<file path="config.mk">
export PLATFORM = sky130hd
export DESIGN_NAME = rftc_device_flat
export DESIGN_NICKNAME = d
export VERILOG_FILES = /design/src/hdl/rftc_pkg.sv /design/src/hdl/rftc_if.sv /design/src/hdl/rftc_device.sv /design/src/flat_wrapper.sv
export VERILOG_INCLUDE_DIRS = /design/src /design/src/hdl
export SDC_FILE = /design/constraint.sdc
export NUM_CORES = 1
export LEC_CHECK = 0
export BUFFER_PORTS_ARGS = -buffer_cell sky130_fd_sc_hd__buf_4
export CAP_MARGIN = 20
export CORE_ASPECT_RATIO = 0.75
export CORE_MARGIN = 4
export CORE_UTILIZATION = 55
export DETAILED_ROUTE_END_ITERATION = 12
export PLACE_DENSITY_LB_ADDON = 0.15
export SYNTH_ARGS = -nofsm -noshare
export SYNTH_HDL_FRONTEND = slang
export SYNTH_SLANG_ARGS = --single-unit
</file>
<file path="constraint.sdc">
create_clock -name pclk -period 12 [get_ports pclk]
set_clock_uncertainty 0.05 [all_clocks]
set_input_delay 1.8 -clock pclk [delete_from_list [all_inputs] [get_ports pclk]]
set_output_delay 1.8 -clock pclk [all_outputs]
set_load 0.01 [all_outputs]
</file>
<file path="src/hdl/rftc_params.svh">
// Offsets, field positions, reset values and timing counts of the transceiver config port
`ifndef RFTC_PARAMS_SVH
`define RFTC_PARAMS_SVH
// ==========================================
// Latch indices (four low control bits)
`define RFTC_NREG 11
`define RFTC_IDX_N 0
`define RFTC_IDX_TXMOD 2
`define RFTC_IDX_DEMOD 4
`define RFTC_IDX_SYNC 5
`define RFTC_IDX_CORR 6
`define RFTC_IDX_RDBK 7
`define RFTC_IDX_PWR 8
`define RFTC_IDX_AGC 9
// ==========================================
// Field positions
`define RFTC_R0_RX_BIT 27
`define RFTC_R2_PA_EN_BIT 7
`define RFTC_R2_RATE_LSB 16
`define RFTC_R2_GAUSS_LSB 23
`define RFTC_R2_INDEX_LSB 26
`define RFTC_R2_MUTE_BIT 29
`define RFTC_R4_DSEL_LSB 4
`define RFTC_R4_LOCKTH_LSB 14
`define RFTC_R4_SETUP_LSB 23
`define RFTC_R5_SYNC_LSB 4
`define RFTC_R6_CAL_BIT 19
`define RFTC_R8_LNA_BIT 6
`define RFTC_R8_FILT_BIT 7
`define RFTC_R8_ADC_BIT 8
`define RFTC_R8_DEMOD_BIT 9
`define RFTC_R8_LOGAMP_OFF_BIT 10
`define RFTC_R9_AGC_EN_BIT 18
// ==========================================
// Demodulator setup codes and index count base
`define RFTC_SETUP_SYNC_A 3'h2
`define RFTC_SETUP_SYNC_B 3'h3
`define RFTC_SETUP_MODE5 3'h5
`define RFTC_INDEX_BASE 8'h10
// ==========================================
// Host register map (APB byte offsets) and reset values
`define RFTC_HOST_WORD 12'h000
`define RFTC_HOST_STAT 12'h004
`define RFTC_HOST_DIV 12'h008
`define RFTC_HOST_DIV_RST 16'h0005
`endif

</file>
<file path="src/hdl/rftc_pkg.sv">
// Types shared by both ends of the transceiver config port
package rftc_pkg;
   // ==========================================
   // Host serialiser states
   typedef enum logic [2:0] {H_IDLE, H_LOW, H_HIGH, H_LATCH, H_GAP} rftc_host_state_e;
   // Demodulator select field
   typedef enum logic [1:0] {DSEL_LINEAR, DSEL_CORR, DSEL_ASK, DSEL_OTHER} rftc_dsel_e;
   typedef logic [31:0] rftc_word_t;
endpackage : rftc_pkg
</file>
<file path="src/hdl/rftc_if.sv">
// Three-wire programming link between host and transceiver
`timescale 1ns/1ps
interface rftc_if;
   // ==========================================
   // Link wires, all driven by the host
   logic serial_clock;        // Shift clock
   logic serial_data_in;      // Data, MSB first
   logic serial_latch_strobe; // Rising edge latches the word
   modport dev (input serial_clock, input serial_data_in, input serial_latch_strobe);
   modport host (output serial_clock, output serial_data_in, output serial_latch_strobe);
endinterface : rftc_if

</file>
<file path="src/hdl/rftc_device.sv">
// Transceiver end: serial shift register, eleven latches and the logic they steer
`timescale 1ns/1ps
`include "rftc_params.svh"
// Notes on behaviour
// - Hold 28-bit sync pattern, compare received bits
// - Sync match in receive drives lock high
// - Lock drops after nine more data bits
// - Sync detect only for setup codes 010/011
// - Transmitter sends sync MSB first
// - Writing calibration bit 19 starts filter calibration
// - Host sets filter divider near 50 kHz
// - Index code selects 16, 32, 64, 128
// - Rate divider 1..127, zero invalid
// - Deviation scales as two to shaping value
// - Mute-until-lock keeps amplifier off until lock
// - Power bits enable LNA, filter, ADC, demod
// - Signal strength readback valid only receiving
// - Aux readbacks unavailable receiving with ASK/AGC
// - Transmit ADC readback needs log amp on
// - Frequency readback needs linear or correlator demod
// - Host keeps offset clock 1 to 2 MHz
// - Host keeps demod clock below 12/6 MHz
// - Host keeps recovery clock within 2%
// - Host sets sequencer clock 100/40 kHz
// - Mode 5 lock timeout counts sequencer periods
// - Latch strobe rise transfers shifted word
// - Four low bits choose destination latch
module rftc_device import rftc_pkg::*; #(
   parameter int NREG = `RFTC_NREG,
   parameter int SYNC_W = 28,
   parameter int TAIL_BITS = 9,
   parameter int LOCKTH_W = 9
) (
   // Programming link
   rftc_if.dev link,
   // Clock and reset
   input wire logic pclk,
   input wire logic presetn,
   // Received data and timing
   input wire logic rx_bit,
   input wire logic rx_bit_valid,
   input wire logic seq_tick,
   input wire logic lock_detect,
   // Receive status
   output logic sync_lock,
   output logic lock_timeout,
   output logic cal_start,
   // Transmit settings
   output logic pa_on,
   output logic [7:0] index_count,
   output logic [6:0] rate_a,
   output logic rate_invalid,
   output logic [14:0] rate_divisor,
   output logic [7:0] deviation_scale,
   // Block enables
   output logic lna_en,
   output logic filter_en,
   output logic adc_en,
   output logic demod_en,
   // Readback validity
   output logic rssi_rb_valid,
   output logic aux_rb_valid,
   output logic adc_tx_rb_valid,
   output logic afc_rb_valid
);
   // ==========================================
   // Link synchronisers
   logic sclk_s1_r, sclk_s2_r, sclk_s3_r; // Shift clock, third flop for edge find
   logic sdat_s1_r, sdat_s2_r;           // Data, two flops, level with the clock's second flop
   logic sle_s1_r, sle_s2_r, sle_s3_r;   // Latch strobe
   // Second and third clock and strobe flops only feed the edge finders below
   always_ff @(posedge pclk or negedge presetn) begin
      if (!presetn) begin
         {sclk_s1_r, sclk_s2_r, sclk_s3_r} <= 3'h0;
         {sdat_s1_r, sdat_s2_r} <= 2'h0;
         {sle_s1_r, sle_s2_r, sle_s3_r} <= 3'h0;
      end else begin
         {sclk_s1_r, sclk_s2_r, sclk_s3_r} <= {link.serial_clock, sclk_s1_r, sclk_s2_r};
         {sdat_s1_r, sdat_s2_r} <= {link.serial_data_in, sdat_s1_r};
         {sle_s1_r, sle_s2_r, sle_s3_r} <= {link.serial_latch_strobe, sle_s1_r, sle_s2_r};
      end
   end

   wire sclk_rise = sclk_s2_r & ~sclk_s3_r; // Shift edge
   wire sle_rise = sle_s2_r & ~sle_s3_r;    // Latch edge

   // ==========================================
   // Shift register and latches
   rftc_word_t shift_r;                 // Serial shift register
   rftc_word_t regs_r [0:NREG-1];       // Latched configuration words
   wire [3:0] latch_idx = shift_r[3:0]; // Destination select
   // Indices 11..15 have no latch here and are dropped
   wire latch_hit = sle_rise && (latch_idx < 4'(NREG));

   // Data arrives MSB first, so each bit enters at the bottom
   always_ff @(posedge pclk or negedge presetn) begin
      if (!presetn) shift_r <= '0;
      else if (sclk_rise) shift_r <= {shift_r[30:0], sdat_s2_r};
   end

   // One latch per entry; the whole word moves in a single edge
   genvar gi;
   generate
      for (gi = 0; gi < NREG; gi++) begin : g_latch
         always_ff @(posedge pclk or negedge presetn) begin
            if (!presetn) regs_r[gi] <= '0;
            else if (latch_hit && latch_idx == 4'(gi)) regs_r[gi] <= shift_r;
         end
      end
   endgenerate

   // ==========================================
   // Field decode
   wire rx_mode = regs_r[`RFTC_IDX_N][`RFTC_R0_RX_BIT];
   wire [31:0] r2 = regs_r[`RFTC_IDX_TXMOD];
   wire [31:0] r4 = regs_r[`RFTC_IDX_DEMOD];
   wire [31:0] r8 = regs_r[`RFTC_IDX_PWR];
   wire [SYNC_W-1:0] sync_pattern = regs_r[`RFTC_IDX_SYNC][`RFTC_R5_SYNC_LSB +: SYNC_W];
   wire [2:0] demod_setup = r4[`RFTC_R4_SETUP_LSB +: 3];
   wire [LOCKTH_W-1:0] lock_threshold = r4[`RFTC_R4_LOCKTH_LSB +: LOCKTH_W];
   wire rftc_dsel_e dsel = rftc_dsel_e'(r4[`RFTC_R4_DSEL_LSB +: 2]);
   wire agc_en = regs_r[`RFTC_IDX_AGC][`RFTC_R9_AGC_EN_BIT];
   wire [1:0] index_code = r2[`RFTC_R2_INDEX_LSB +: 2];
   wire [2:0] gauss_code = r2[`RFTC_R2_GAUSS_LSB +: 3];
   wire [6:0] rate_field = r2[`RFTC_R2_RATE_LSB +: 7];
   wire mute_until_lock = r2[`RFTC_R2_MUTE_BIT];
   wire pa_field = r2[`RFTC_R2_PA_EN_BIT];
   wire sync_en = rx_mode && (demod_setup == `RFTC_SETUP_SYNC_A || demod_setup == `RFTC_SETUP_SYNC_B);
   wire mode5 = rx_mode && (demod_setup == `RFTC_SETUP_MODE5);
   wire r4_written = latch_hit && latch_idx == 4'(`RFTC_IDX_DEMOD);
   // Log amp starts on with transmit; power bit 10 set turns it off
   wire logamp_on = ~r8[`RFTC_R8_LOGAMP_OFF_BIT];
   wire [7:0] index_nxt = `RFTC_INDEX_BASE << index_code;
   wire [7:0] dev_nxt = 8'h01 << gauss_code;
   wire [14:0] div_nxt = 15'(index_nxt) * 15'(rate_field);

   // ==========================================
   // Calibration start pulse
   // A rewrite with the bit still set starts another calibration
   always_ff @(posedge pclk or negedge presetn) begin
      if (!presetn) cal_start <= 1'b0;
      else cal_start <= latch_hit && latch_idx == 4'(`RFTC_IDX_CORR) && shift_r[`RFTC_R6_CAL_BIT];
   end

   // ==========================================
   // Sync word detector
   logic [SYNC_W-1:0] rx_sr_r; // Last received bits, newest at bottom
   logic [4:0] fill_r;         // Bits seen since detection was enabled
   logic [3:0] tail_r;         // Bits received since lock rose
   wire [SYNC_W-1:0] rx_sr_nxt = {rx_sr_r[SYNC_W-2:0], rx_bit};
   wire sr_full = (fill_r >= 5'(SYNC_W - 1));
   // Comparison uses the word including the bit arriving now
   wire sync_match = rx_bit_valid && sync_en && sr_full && (rx_sr_nxt == sync_pattern);
   wire tail_done = rx_bit_valid && (tail_r == 4'(TAIL_BITS - 1));

   // Receive shift register; only its fill count is cleared when detection is off
   always_ff @(posedge pclk or negedge presetn) begin
      if (!presetn) begin
         rx_sr_r <= '0;
         fill_r <= 5'h00;
      end else if (!sync_en) begin
         fill_r <= 5'h00;
      end else if (rx_bit_valid) begin
         rx_sr_r <= rx_sr_nxt;
         if (!sr_full) fill_r <= fill_r + 5'h01;
      end
   end

   // Lock output: rises on a match, falls after the ninth following bit
   always_ff @(posedge pclk or negedge presetn) begin
      if (!presetn) begin
         sync_lock <= 1'b0;
         tail_r <= 4'h0;
      end else if (!sync_en) begin
         sync_lock <= 1'b0; // Leaving receive or the sync modes drops it
         tail_r <= 4'h0;
      end else if (!sync_lock) begin
         if (sync_match) sync_lock <= 1'b1;
         tail_r <= 4'h0;
      end else if (tail_done) begin
         sync_lock <= 1'b0;
      end else if (rx_bit_valid) begin
         tail_r <= tail_r + 4'h1;
      end
   end

   // ==========================================
   // Mode 5 lock timeout
   logic [LOCKTH_W-1:0] lock_cnt_r; // Sequencer periods since mode 5 began
   // A new demodulator word restarts the wait
   always_ff @(posedge pclk or negedge presetn) begin
      if (!presetn) begin
         lock_cnt_r <= '0;
         lock_timeout <= 1'b0;
      end else if (!mode5 || r4_written) begin
         lock_cnt_r <= '0;
         lock_timeout <= 1'b0;
      end else if (lock_cnt_r == lock_threshold) begin
         lock_timeout <= 1'b1;
      end else if (seq_tick) begin
         lock_cnt_r <= lock_cnt_r + 1'b1;
      end
   end

   // ==========================================
   // Registered settings and validity flags
   always_ff @(posedge pclk or negedge presetn) begin
      if (!presetn) begin
         pa_on <= 1'b0;
         index_count <= `RFTC_INDEX_BASE;
         rate_a <= 7'h00;
         rate_invalid <= 1'b1;
         rate_divisor <= 15'h0000;
         deviation_scale <= 8'h01;
      end else begin
         pa_on <= pa_field && !(mute_until_lock && !lock_detect);
         index_count <= index_nxt;
         rate_a <= rate_field;
         rate_invalid <= (rate_field == 7'h00);
         rate_divisor <= div_nxt;
         deviation_scale <= dev_nxt;
      end
   end

   // Block enables and readback validity
   always_ff @(posedge pclk or negedge presetn) begin
      if (!presetn) begin
         {lna_en, filter_en, adc_en, demod_en} <= 4'h0;
         {rssi_rb_valid, aux_rb_valid, adc_tx_rb_valid, afc_rb_valid} <= 4'h0;
      end else begin
         lna_en <= r8[`RFTC_R8_LNA_BIT];
         filter_en <= r8[`RFTC_R8_FILT_BIT];
         adc_en <= r8[`RFTC_R8_ADC_BIT];
         demod_en <= r8[`RFTC_R8_DEMOD_BIT];
         rssi_rb_valid <= rx_mode;
         aux_rb_valid <= !(rx_mode && (dsel == DSEL_ASK || agc_en));
         adc_tx_rb_valid <= !rx_mode && logamp_on;
         afc_rb_valid <= rx_mode && (dsel == DSEL_LINEAR || dsel == DSEL_CORR);
      end
   end
endmodule : rftc_device

</file>
<file path="src/flat_wrapper.sv">
// flat-port wrapper written by rule: the top's interface ports become plain ports
module rftc_device_flat import rftc_pkg::*;
#(
   parameter int NREG = `RFTC_NREG,
   parameter int SYNC_W = 28,
   parameter int TAIL_BITS = 9,
   parameter int LOCKTH_W = 9
)
  (pclk, presetn, rx_bit, rx_bit_valid, seq_tick, lock_detect, sync_lock, lock_timeout, cal_start, pa_on, index_count, rate_a, rate_invalid, rate_divisor, deviation_scale, lna_en, filter_en, adc_en, demod_en, rssi_rb_valid, aux_rb_valid, adc_tx_rb_valid, afc_rb_valid, link_serial_clock, link_serial_data_in, link_serial_latch_strobe);
  rftc_if link_i ();
  input wire logic pclk;
  input wire logic presetn;
  input wire logic rx_bit;
  input wire logic rx_bit_valid;
  input wire logic seq_tick;
  input wire logic lock_detect;
  output logic sync_lock;
  output logic lock_timeout;
  output logic cal_start;
  output logic pa_on;
  output logic [7:0] index_count;
  output logic [6:0] rate_a;
  output logic rate_invalid;
  output logic [14:0] rate_divisor;
  output logic [7:0] deviation_scale;
  output logic lna_en;
  output logic filter_en;
  output logic adc_en;
  output logic demod_en;
  output logic rssi_rb_valid;
  output logic aux_rb_valid;
  output logic adc_tx_rb_valid;
  output logic afc_rb_valid;
  input wire logic [$bits(link_i.serial_clock)-1:0] link_serial_clock;
  input wire logic [$bits(link_i.serial_data_in)-1:0] link_serial_data_in;
  input wire logic [$bits(link_i.serial_latch_strobe)-1:0] link_serial_latch_strobe;
  assign link_i.serial_clock = link_serial_clock;
  assign link_i.serial_data_in = link_serial_data_in;
  assign link_i.serial_latch_strobe = link_serial_latch_strobe;
  rftc_device #(.NREG(NREG), .SYNC_W(SYNC_W), .TAIL_BITS(TAIL_BITS), .LOCKTH_W(LOCKTH_W)) u_core (.link(link_i), .pclk(pclk), .presetn(presetn), .rx_bit(rx_bit), .rx_bit_valid(rx_bit_valid), .seq_tick(seq_tick), .lock_detect(lock_detect), .sync_lock(sync_lock), .lock_timeout(lock_timeout), .cal_start(cal_start), .pa_on(pa_on), .index_count(index_count), .rate_a(rate_a), .rate_invalid(rate_invalid), .rate_divisor(rate_divisor), .deviation_scale(deviation_scale), .lna_en(lna_en), .filter_en(filter_en), .adc_en(adc_en), .demod_en(demod_en), .rssi_rb_valid(rssi_rb_valid), .aux_rb_valid(aux_rb_valid), .adc_tx_rb_valid(adc_tx_rb_valid), .afc_rb_valid(afc_rb_valid));
endmodule
</file>
==> run_results.csv, run 1 <==
group,metric,value,unit
outcome,outcome,"finished clean",
power_and_ir_drop,ir_drop,0.105,mV
route,drc_errors,0,
clocking,numCtsBuffers,17,
route,drtPass1Iterations,4,
route,postRouteAntennaNets,0,
timing,fmax,0.238,GHz
clocking,clk_latency,0.43,ns
clocking,cts_sinks,191,
clocking,cts_hold_buf,0,
clocking,htree_num_levels,4,
setup_path,r2r_end,"u_core.rate_divisor[14]",
setup_path,critical_path_class,"reg2reg",
logic_synthesis,synth_seq_cells,191,
route,wire_per_inst,17.0,um
timing,drv_slew,0,
cells_and_area,finalNonFillerCells,893,
logic_synthesis,synth-seq-area-share,57.0,%
global_routing,antenna_found_initial,0,
floorplanning,boundaryPins,60,
setup_path,reg2reg_from,"u_core.r2[26]",
hold_path,min_from,"u_core.sclk_s1_r",
hold_path,hold_depth,0,
placement,place.gp.congestion,0.823,
placement,port_buffers,51,
logic_synthesis,syn_area_per_cell,13.4,sq um
logic_synthesis,syn_area,8390,sq um
power_and_ir_drop,p_leak,4.90,nW
hold_path,min_to,"u_core.sclk_s2_r",
timing,fin_crit_sh,35.0,%
cells_and_area,nets,731,
global_routing,grt_max_degree,122,
logic_synthesis,synthArstFlopShare,100,%
logic_synthesis,synth_ff_type,"dfrtp_1",
clocking,cts-resized-gates,0,
global_routing,grt_pass1_vias,4921,
timing,hold_viol_final,0,
setup_path,crit_arrival,4.45,ns
route,totalWireLength,15200,um
setup_path,critPathLaunch,"u_core.r2[26]",
logic_synthesis,yosysWarnings,0,
timing,final.setup.worst_slack,7.80,ns
global_routing,grt.overflow.total,0,
clocking,clkTransAtPathRegs,0.07,ns
clocking,cts_tree,"yes",
hold_path,hp-class,"reg2reg",
timing,final.setup.tns,0,ns
timing,finalCriticalPeriod,4.20,ns
global_routing,grt_usage,19.1,%
timing,worst_pin_slew,0.914,ns
route,vias,4779,
power_and_ir_drop,pwr_density_cell,152,nW/um^2
setup_path,r2r_slack,7.80,ns
logic_synthesis,synth.distinct_cells,47,
cells_and_area,fill_cells,1058,
flow_run,cap_violations,0,
setup_path,cp-start-kind,"flip-flop",
global_routing,grt_pass1_wl,25500,um
route,viasPerCell,5.35,
clocking,post-cts-setup-buffer-count,0,
floorplanning,start_util,57.1,%
clocking,clockBufferDepth,2,
setup_path,reg2regPathDepth,12,
cells_and_area,area_growth,14.7,%
placement,place_ws,7.81,ns
setup_path,crit_fanout,10,
placement,dp_hpwl,10500,um
cells_and_area,drive_gt1_share,31.5,%
floorplanning,die_h,115,um
timing,finalSetupViolCount,0,
cells_and_area,antenna_cells,0,
floorplanning,dieArea,17300,sq um
setup_path,cp-end-kind,"flip-flop",
placement,dp_cells,859,
logic_synthesis,syn_inst,625,
route,drt_iter0_drc,230,
timing,rsz0062_at_grt,"false",
logic_synthesis,synth_edf_count,0,
clocking,clock_tree.root_cell,"clkbuf_16",
floorplanning,fp-row-count,38,
floorplanning,coreArea,14700,sq um
timing,relSlewSlack,39.1,%
floorplanning,die_w,151,um
setup_path,required,12.25,ns
-- worst max path at each step --
stage,to
after floorplan,u_core.rate_divisor[14]
after global placement,u_core.rate_divisor[14]
after detailed placement,u_core.rate_divisor[14]
after CTS,u_core.rate_divisor[14]
after global routing,u_core.rate_divisor[14]
final,u_core.rate_divisor[14]
-- cell usage in the layout, fill, tap and decap left out, drive strengths merged, types with 6 or more instances in the layout --
cell / instances
nand4: 9
inv: 25
buf: 56
a21oi: 7
nand3: 8
and3: 9
fa: 9
conb: 8
clkbuf: 19
dfrtp: 188
nor4: 6
nor2: 28
nor2b: 9
ha: 33
nand2: 25
and2: 17
xor2: 13
mux2: 122
xnor2: 38
o21ai: 12
-- critical path, stage by stage (launching register included) --
cell and delay (ns):
dfrtp_1 0.46, nor2b_1 0.47, nand2_1 0.15, fa_1 0.52, fa_1 0.52, fa_1 0.55, inv_1 0.04, ha_1 0.28
ha_1 0.33, o21ai_0 0.16, a21oi_1 0.07, o41ai_1 0.34, xnor2_1 0.12
-- kinds of logic after synthesis --
family	count (synthesis)	synth area share [%]
compound gates	31	2.28
fa+ha+maj	42	7.07
mux	125	16.7
buf+inv	48	2.61
other cells	1	0.0447
flops	191	57.0
simple gates	136	8.91
xor+xnor	51	5.33
-- registers in the layout, indices dropped and copies added, names as in the netlist, 4 cells and up --
signal and count:
u_core.shift_r 32, u_core.regs_r 29, u_core.rx_sr_r 27, u_core.r2 14, u_core.r4 14, u_core.rate_divisor 11, u_core.lock_cnt_r 9, u_core.deviation_scale 8
u_core.rate_a 7, u_core.fill_r 5, u_core.r8 5, u_core.index_count 4, u_core.tail_r 4
-- routing by layer --
| layer | routed length [um] | vias up | track usage [%] | share of wire, % |
|---|---|---|---|---|
| met5 | 0 | - | 0 | 0 |
| met4 | 148 | 0 | 5.80 | 0.98 |
| met3 | 615 | 12 | 4.73 | 4.1 |
| met2 | 6730 | 67 | 28.8 | 44 |
| met1 | 7660 | 2443 | 28.0 | 51 |
| li1 | - | 2257 | - | - |
-- cells in the mapped netlist (all sizes together), types with 2 or more instances --
library cell	number	area, sq um
and3	9	56.3
a21oi	7	35.0
or3	4	25.0
nor2	28	105
o41ai	2	17.5
ha	33	413
xnor2	38	333
mux2i	3	30.0
xor2	13	114
nand4	9	56.3
nand4b	3	26.3
fa	9	180
clkbuf	10	37.5
nor3b	4	35.0
dfrtp	188	4700
dfstp	3	78.8
o211ai	2	15.0
mux2	122	1370
buf	18	106
a211oi	2	15.0
nand3	8	40.0
a41oi	2	17.5
nor3	2	10.0
or4	4	30.0
or2	2	12.5
nor2b	9	56.3
nor4	6	43.8
and2	17	106
o21ai	12	60.1
inv	20	75.1
nand2	25	93.8
-- layout make-up --
type                       count  area, sq um  area share, %
timing repair buffer          57          454           4.72
clock inverter                14          205           2.13
inverter                      20         75.1          0.781
sequential                   191         4780           49.7
tap                          200          250           2.60
clock buffer                  18          429           4.46
multi-input combinational    393         3420           35.6
-- where the power goes --
part	total, mW	switching, mW	internal [mW]
Clock	0.601	0.247	0.354
Sequential	0.745	0.0483	0.697
Combinational	0.117	0.0525	0.0644
-- metrics by stage --
stage | instance area [sq um] | utilization, % | power (mW) | hold WS [ns]
final | 9620 | 65.5 | 1.46 | 0.299
after global routing | 9620 | 65.5 | 1.53 | 0.311
after CTS | 9580 | 65.2 | 1.48 | 0.302
after detailed placement | 8950 | 60.9 | 0.874 | 0.286
after global placement | 8950 | 60.9 | 0.870 | 0.285
after floorplan | 8410 | - | 0.815 | 0.281
(Power assumes the default switching activity.)
==> inputs of run 2 (changes only) <==
Clock period 12 ns to 4.25 ns, I/O delays scaled along.
==> run_results.csv, run 2 (synthesis results as in run 1) <==
group,metric,value,unit
outcome,outcome,"finished clean",
setup_path,reg2reg_from,"u_core.r2[26]",
cells_and_area,fill_cells,1092,
timing,drv_slew,0,
timing,finalCriticalPeriod,3.90,ns
setup_path,crit_fanout,10,
clocking,cts_tree,"yes",
setup_path,cp-end-kind,"flip-flop",
setup_path,reg2regPathDepth,12,
setup_path,r2r_slack,0.35,ns
route,drtPass1Iterations,4,
floorplanning,die_h,115,um
route,viasPerCell,5.38,
setup_path,required,4.51,ns
cells_and_area,fin_util,65.3,%
timing,hold_viol_final,0,
floorplanning,fp-row-count,38,
global_routing,grt_usage,19.7,%
timing,finalSetupViolCount,0,
floorplanning,dieArea,17300,sq um
global_routing,grt_max_degree,112,
clocking,clkTransAtPathRegs,0.07,ns
cells_and_area,antenna_cells,0,
cells_and_area,mostFrequentLayoutCells,"188 x dfrtp_1, 122 x mux2_2, 58 x buf_4, 38 x xnor2_1, 33 x ha_1",
cells_and_area,top_register,"u_core.shift_r",
global_routing,antenna_found_initial,0,
timing,final.setup.tns,0,ns
route,drc_errors,0,
setup_path,critical_path_class,"reg2reg",
hold_path,hp-class,"in2async",
placement,dp_cells,864,
cells_and_area,drive_gt1_share,32.0,%
clocking,clock_tree.root_cell,"clkbuf_16",
setup_path,r2r_end,"u_core.rate_divisor[14]",
clocking,cts-resized-gates,0,
route,wire_per_inst,17.5,um
clocking,clockBufferDepth,2,
route,drt_iter0_drc,200,
placement,port_buffers,51,
power_and_ir_drop,pwr_density_cell,420,nW/um^2
floorplanning,start_util,57.1,%
clocking,cts_hold_buf,0,
route,vias,4822,
clocking,numCtsBuffers,17,
floorplanning,boundaryPins,60,
cells_and_area,final_common_cell,"dfrtp_1",
power_and_ir_drop,ir_drop,0.317,mV
timing,worst_pin_slew,0.874,ns
global_routing,grt_pass1_wl,26400,um
clocking,cts_sinks,191,
flow_run,cap_violations,0,
timing,fin_crit_sh,91.8,%
placement,place.gp.congestion,0.819,
cells_and_area,finalNonFillerCells,897,
cells_and_area,largest_reg_flops,32,
global_routing,grt_pass1_vias,5021,
setup_path,cp-start-kind,"flip-flop",
global_routing,grt.overflow.total,0,
timing,hold_ws,0.238,ns
cells_and_area,nets,735,
power_and_ir_drop,p_leak,4.89,nW
clocking,clk_latency,0.44,ns
placement,dp_hpwl,10900,um
clocking,htree_num_levels,4,
route,totalWireLength,15700,um
cells_and_area,area_growth,14.5,%
timing,relSlewSlack,41.7,%
timing,rsz0062_at_grt,"false",
cells_and_area,top_regs,"u_core.shift_r x32, u_core.regs_r x29, u_core.rx_sr_r x27",
floorplanning,die_w,151,um
floorplanning,coreArea,14700,sq um
timing,fmax,0.256,GHz
clocking,post-cts-setup-buffer-count,0,
setup_path,crit_arrival,4.16,ns
route,postRouteAntennaNets,0,
[run 2: cell count changes in the layout (fill, tap and decap cells not counted)]
cell        change
inv_8           +4
buf_4           +3
bufinv_16       -3
clkinv_4        -2
clkinvlp_4      +2
buf_12          +1
buf_16          -1
clkbuf_1        -1
clkbuf_4        +1
clkinv_2        -1
clkinv_8        +1
[run 2: through the flow]
step	area (sq um)	power, mW	setup slack, ns
CTS	9590	4.07	0.311
floorplan	8410	2.30	0.469
global placement	9000	2.46	0.503
finish	9600	4.03	0.349
global route	9600	4.21	0.170
detailed placement	9000	2.48	0.326
[run 2: cell type report]
class | count | area (sq um) | area share [%]
Clock inverter | 15 | 169 | 1.76
Timing Repair Buffer | 61 | 477 | 4.97
Multi-Input combinational cell | 393 | 3420 | 35.6
Tap cell | 200 | 250 | 2.61
Clock buffer | 17 | 425 | 4.43
Inverter | 20 | 75.1 | 0.782
Sequential cell | 191 | 4780 | 49.8
[run 2: how the worst max path moves through the flow]
stage	slack, ns	to	from
2_1_floorplan	0.47	u_core.rate_divisor[14]	u_core.r2[26]
3_5_place_dp	0.33	u_core.rate_divisor[14]	u_core.r2[26]
4_1_cts	0.31	u_core.rate_divisor[14]	u_core.r2[26]
6_report	0.35	u_core.rate_divisor[14]	u_core.r2[26]
3_3_place_gp	0.50	u_core.rate_divisor[14]	u_core.r2[26]
5_1_grt	0.17	u_core.rate_divisor[14]	u_core.r2[26]
[run 2: critical path, cell delays in order, from the launching register on]
cell and delay [ns]:
dfrtp_1 0.46, nor2b_1 0.25, nand2_1 0.10, fa_1 0.49, fa_1 0.53, fa_1 0.55, inv_1 0.04, ha_1 0.29
ha_1 0.33, o21ai_0 0.16, a21oi_1 0.08, o41ai_1 0.33, xnor2_1 0.12
[run 2: routing by layer]
layer  track usage, %  part of all wire, %
met2             29.8                   45
met5                0                    0
met1             29.3                   50
met3             4.65                  4.6
met4             4.95                 0.88
[run 2: power breakdown]
group,leakage [nW],switching [mW],internal [mW]
Combinational,2.01,0.153,0.184
Sequential,2.60,0.137,1.97
Clock,0.283,0.754,0.840
Total,4.89,1.04,2.99
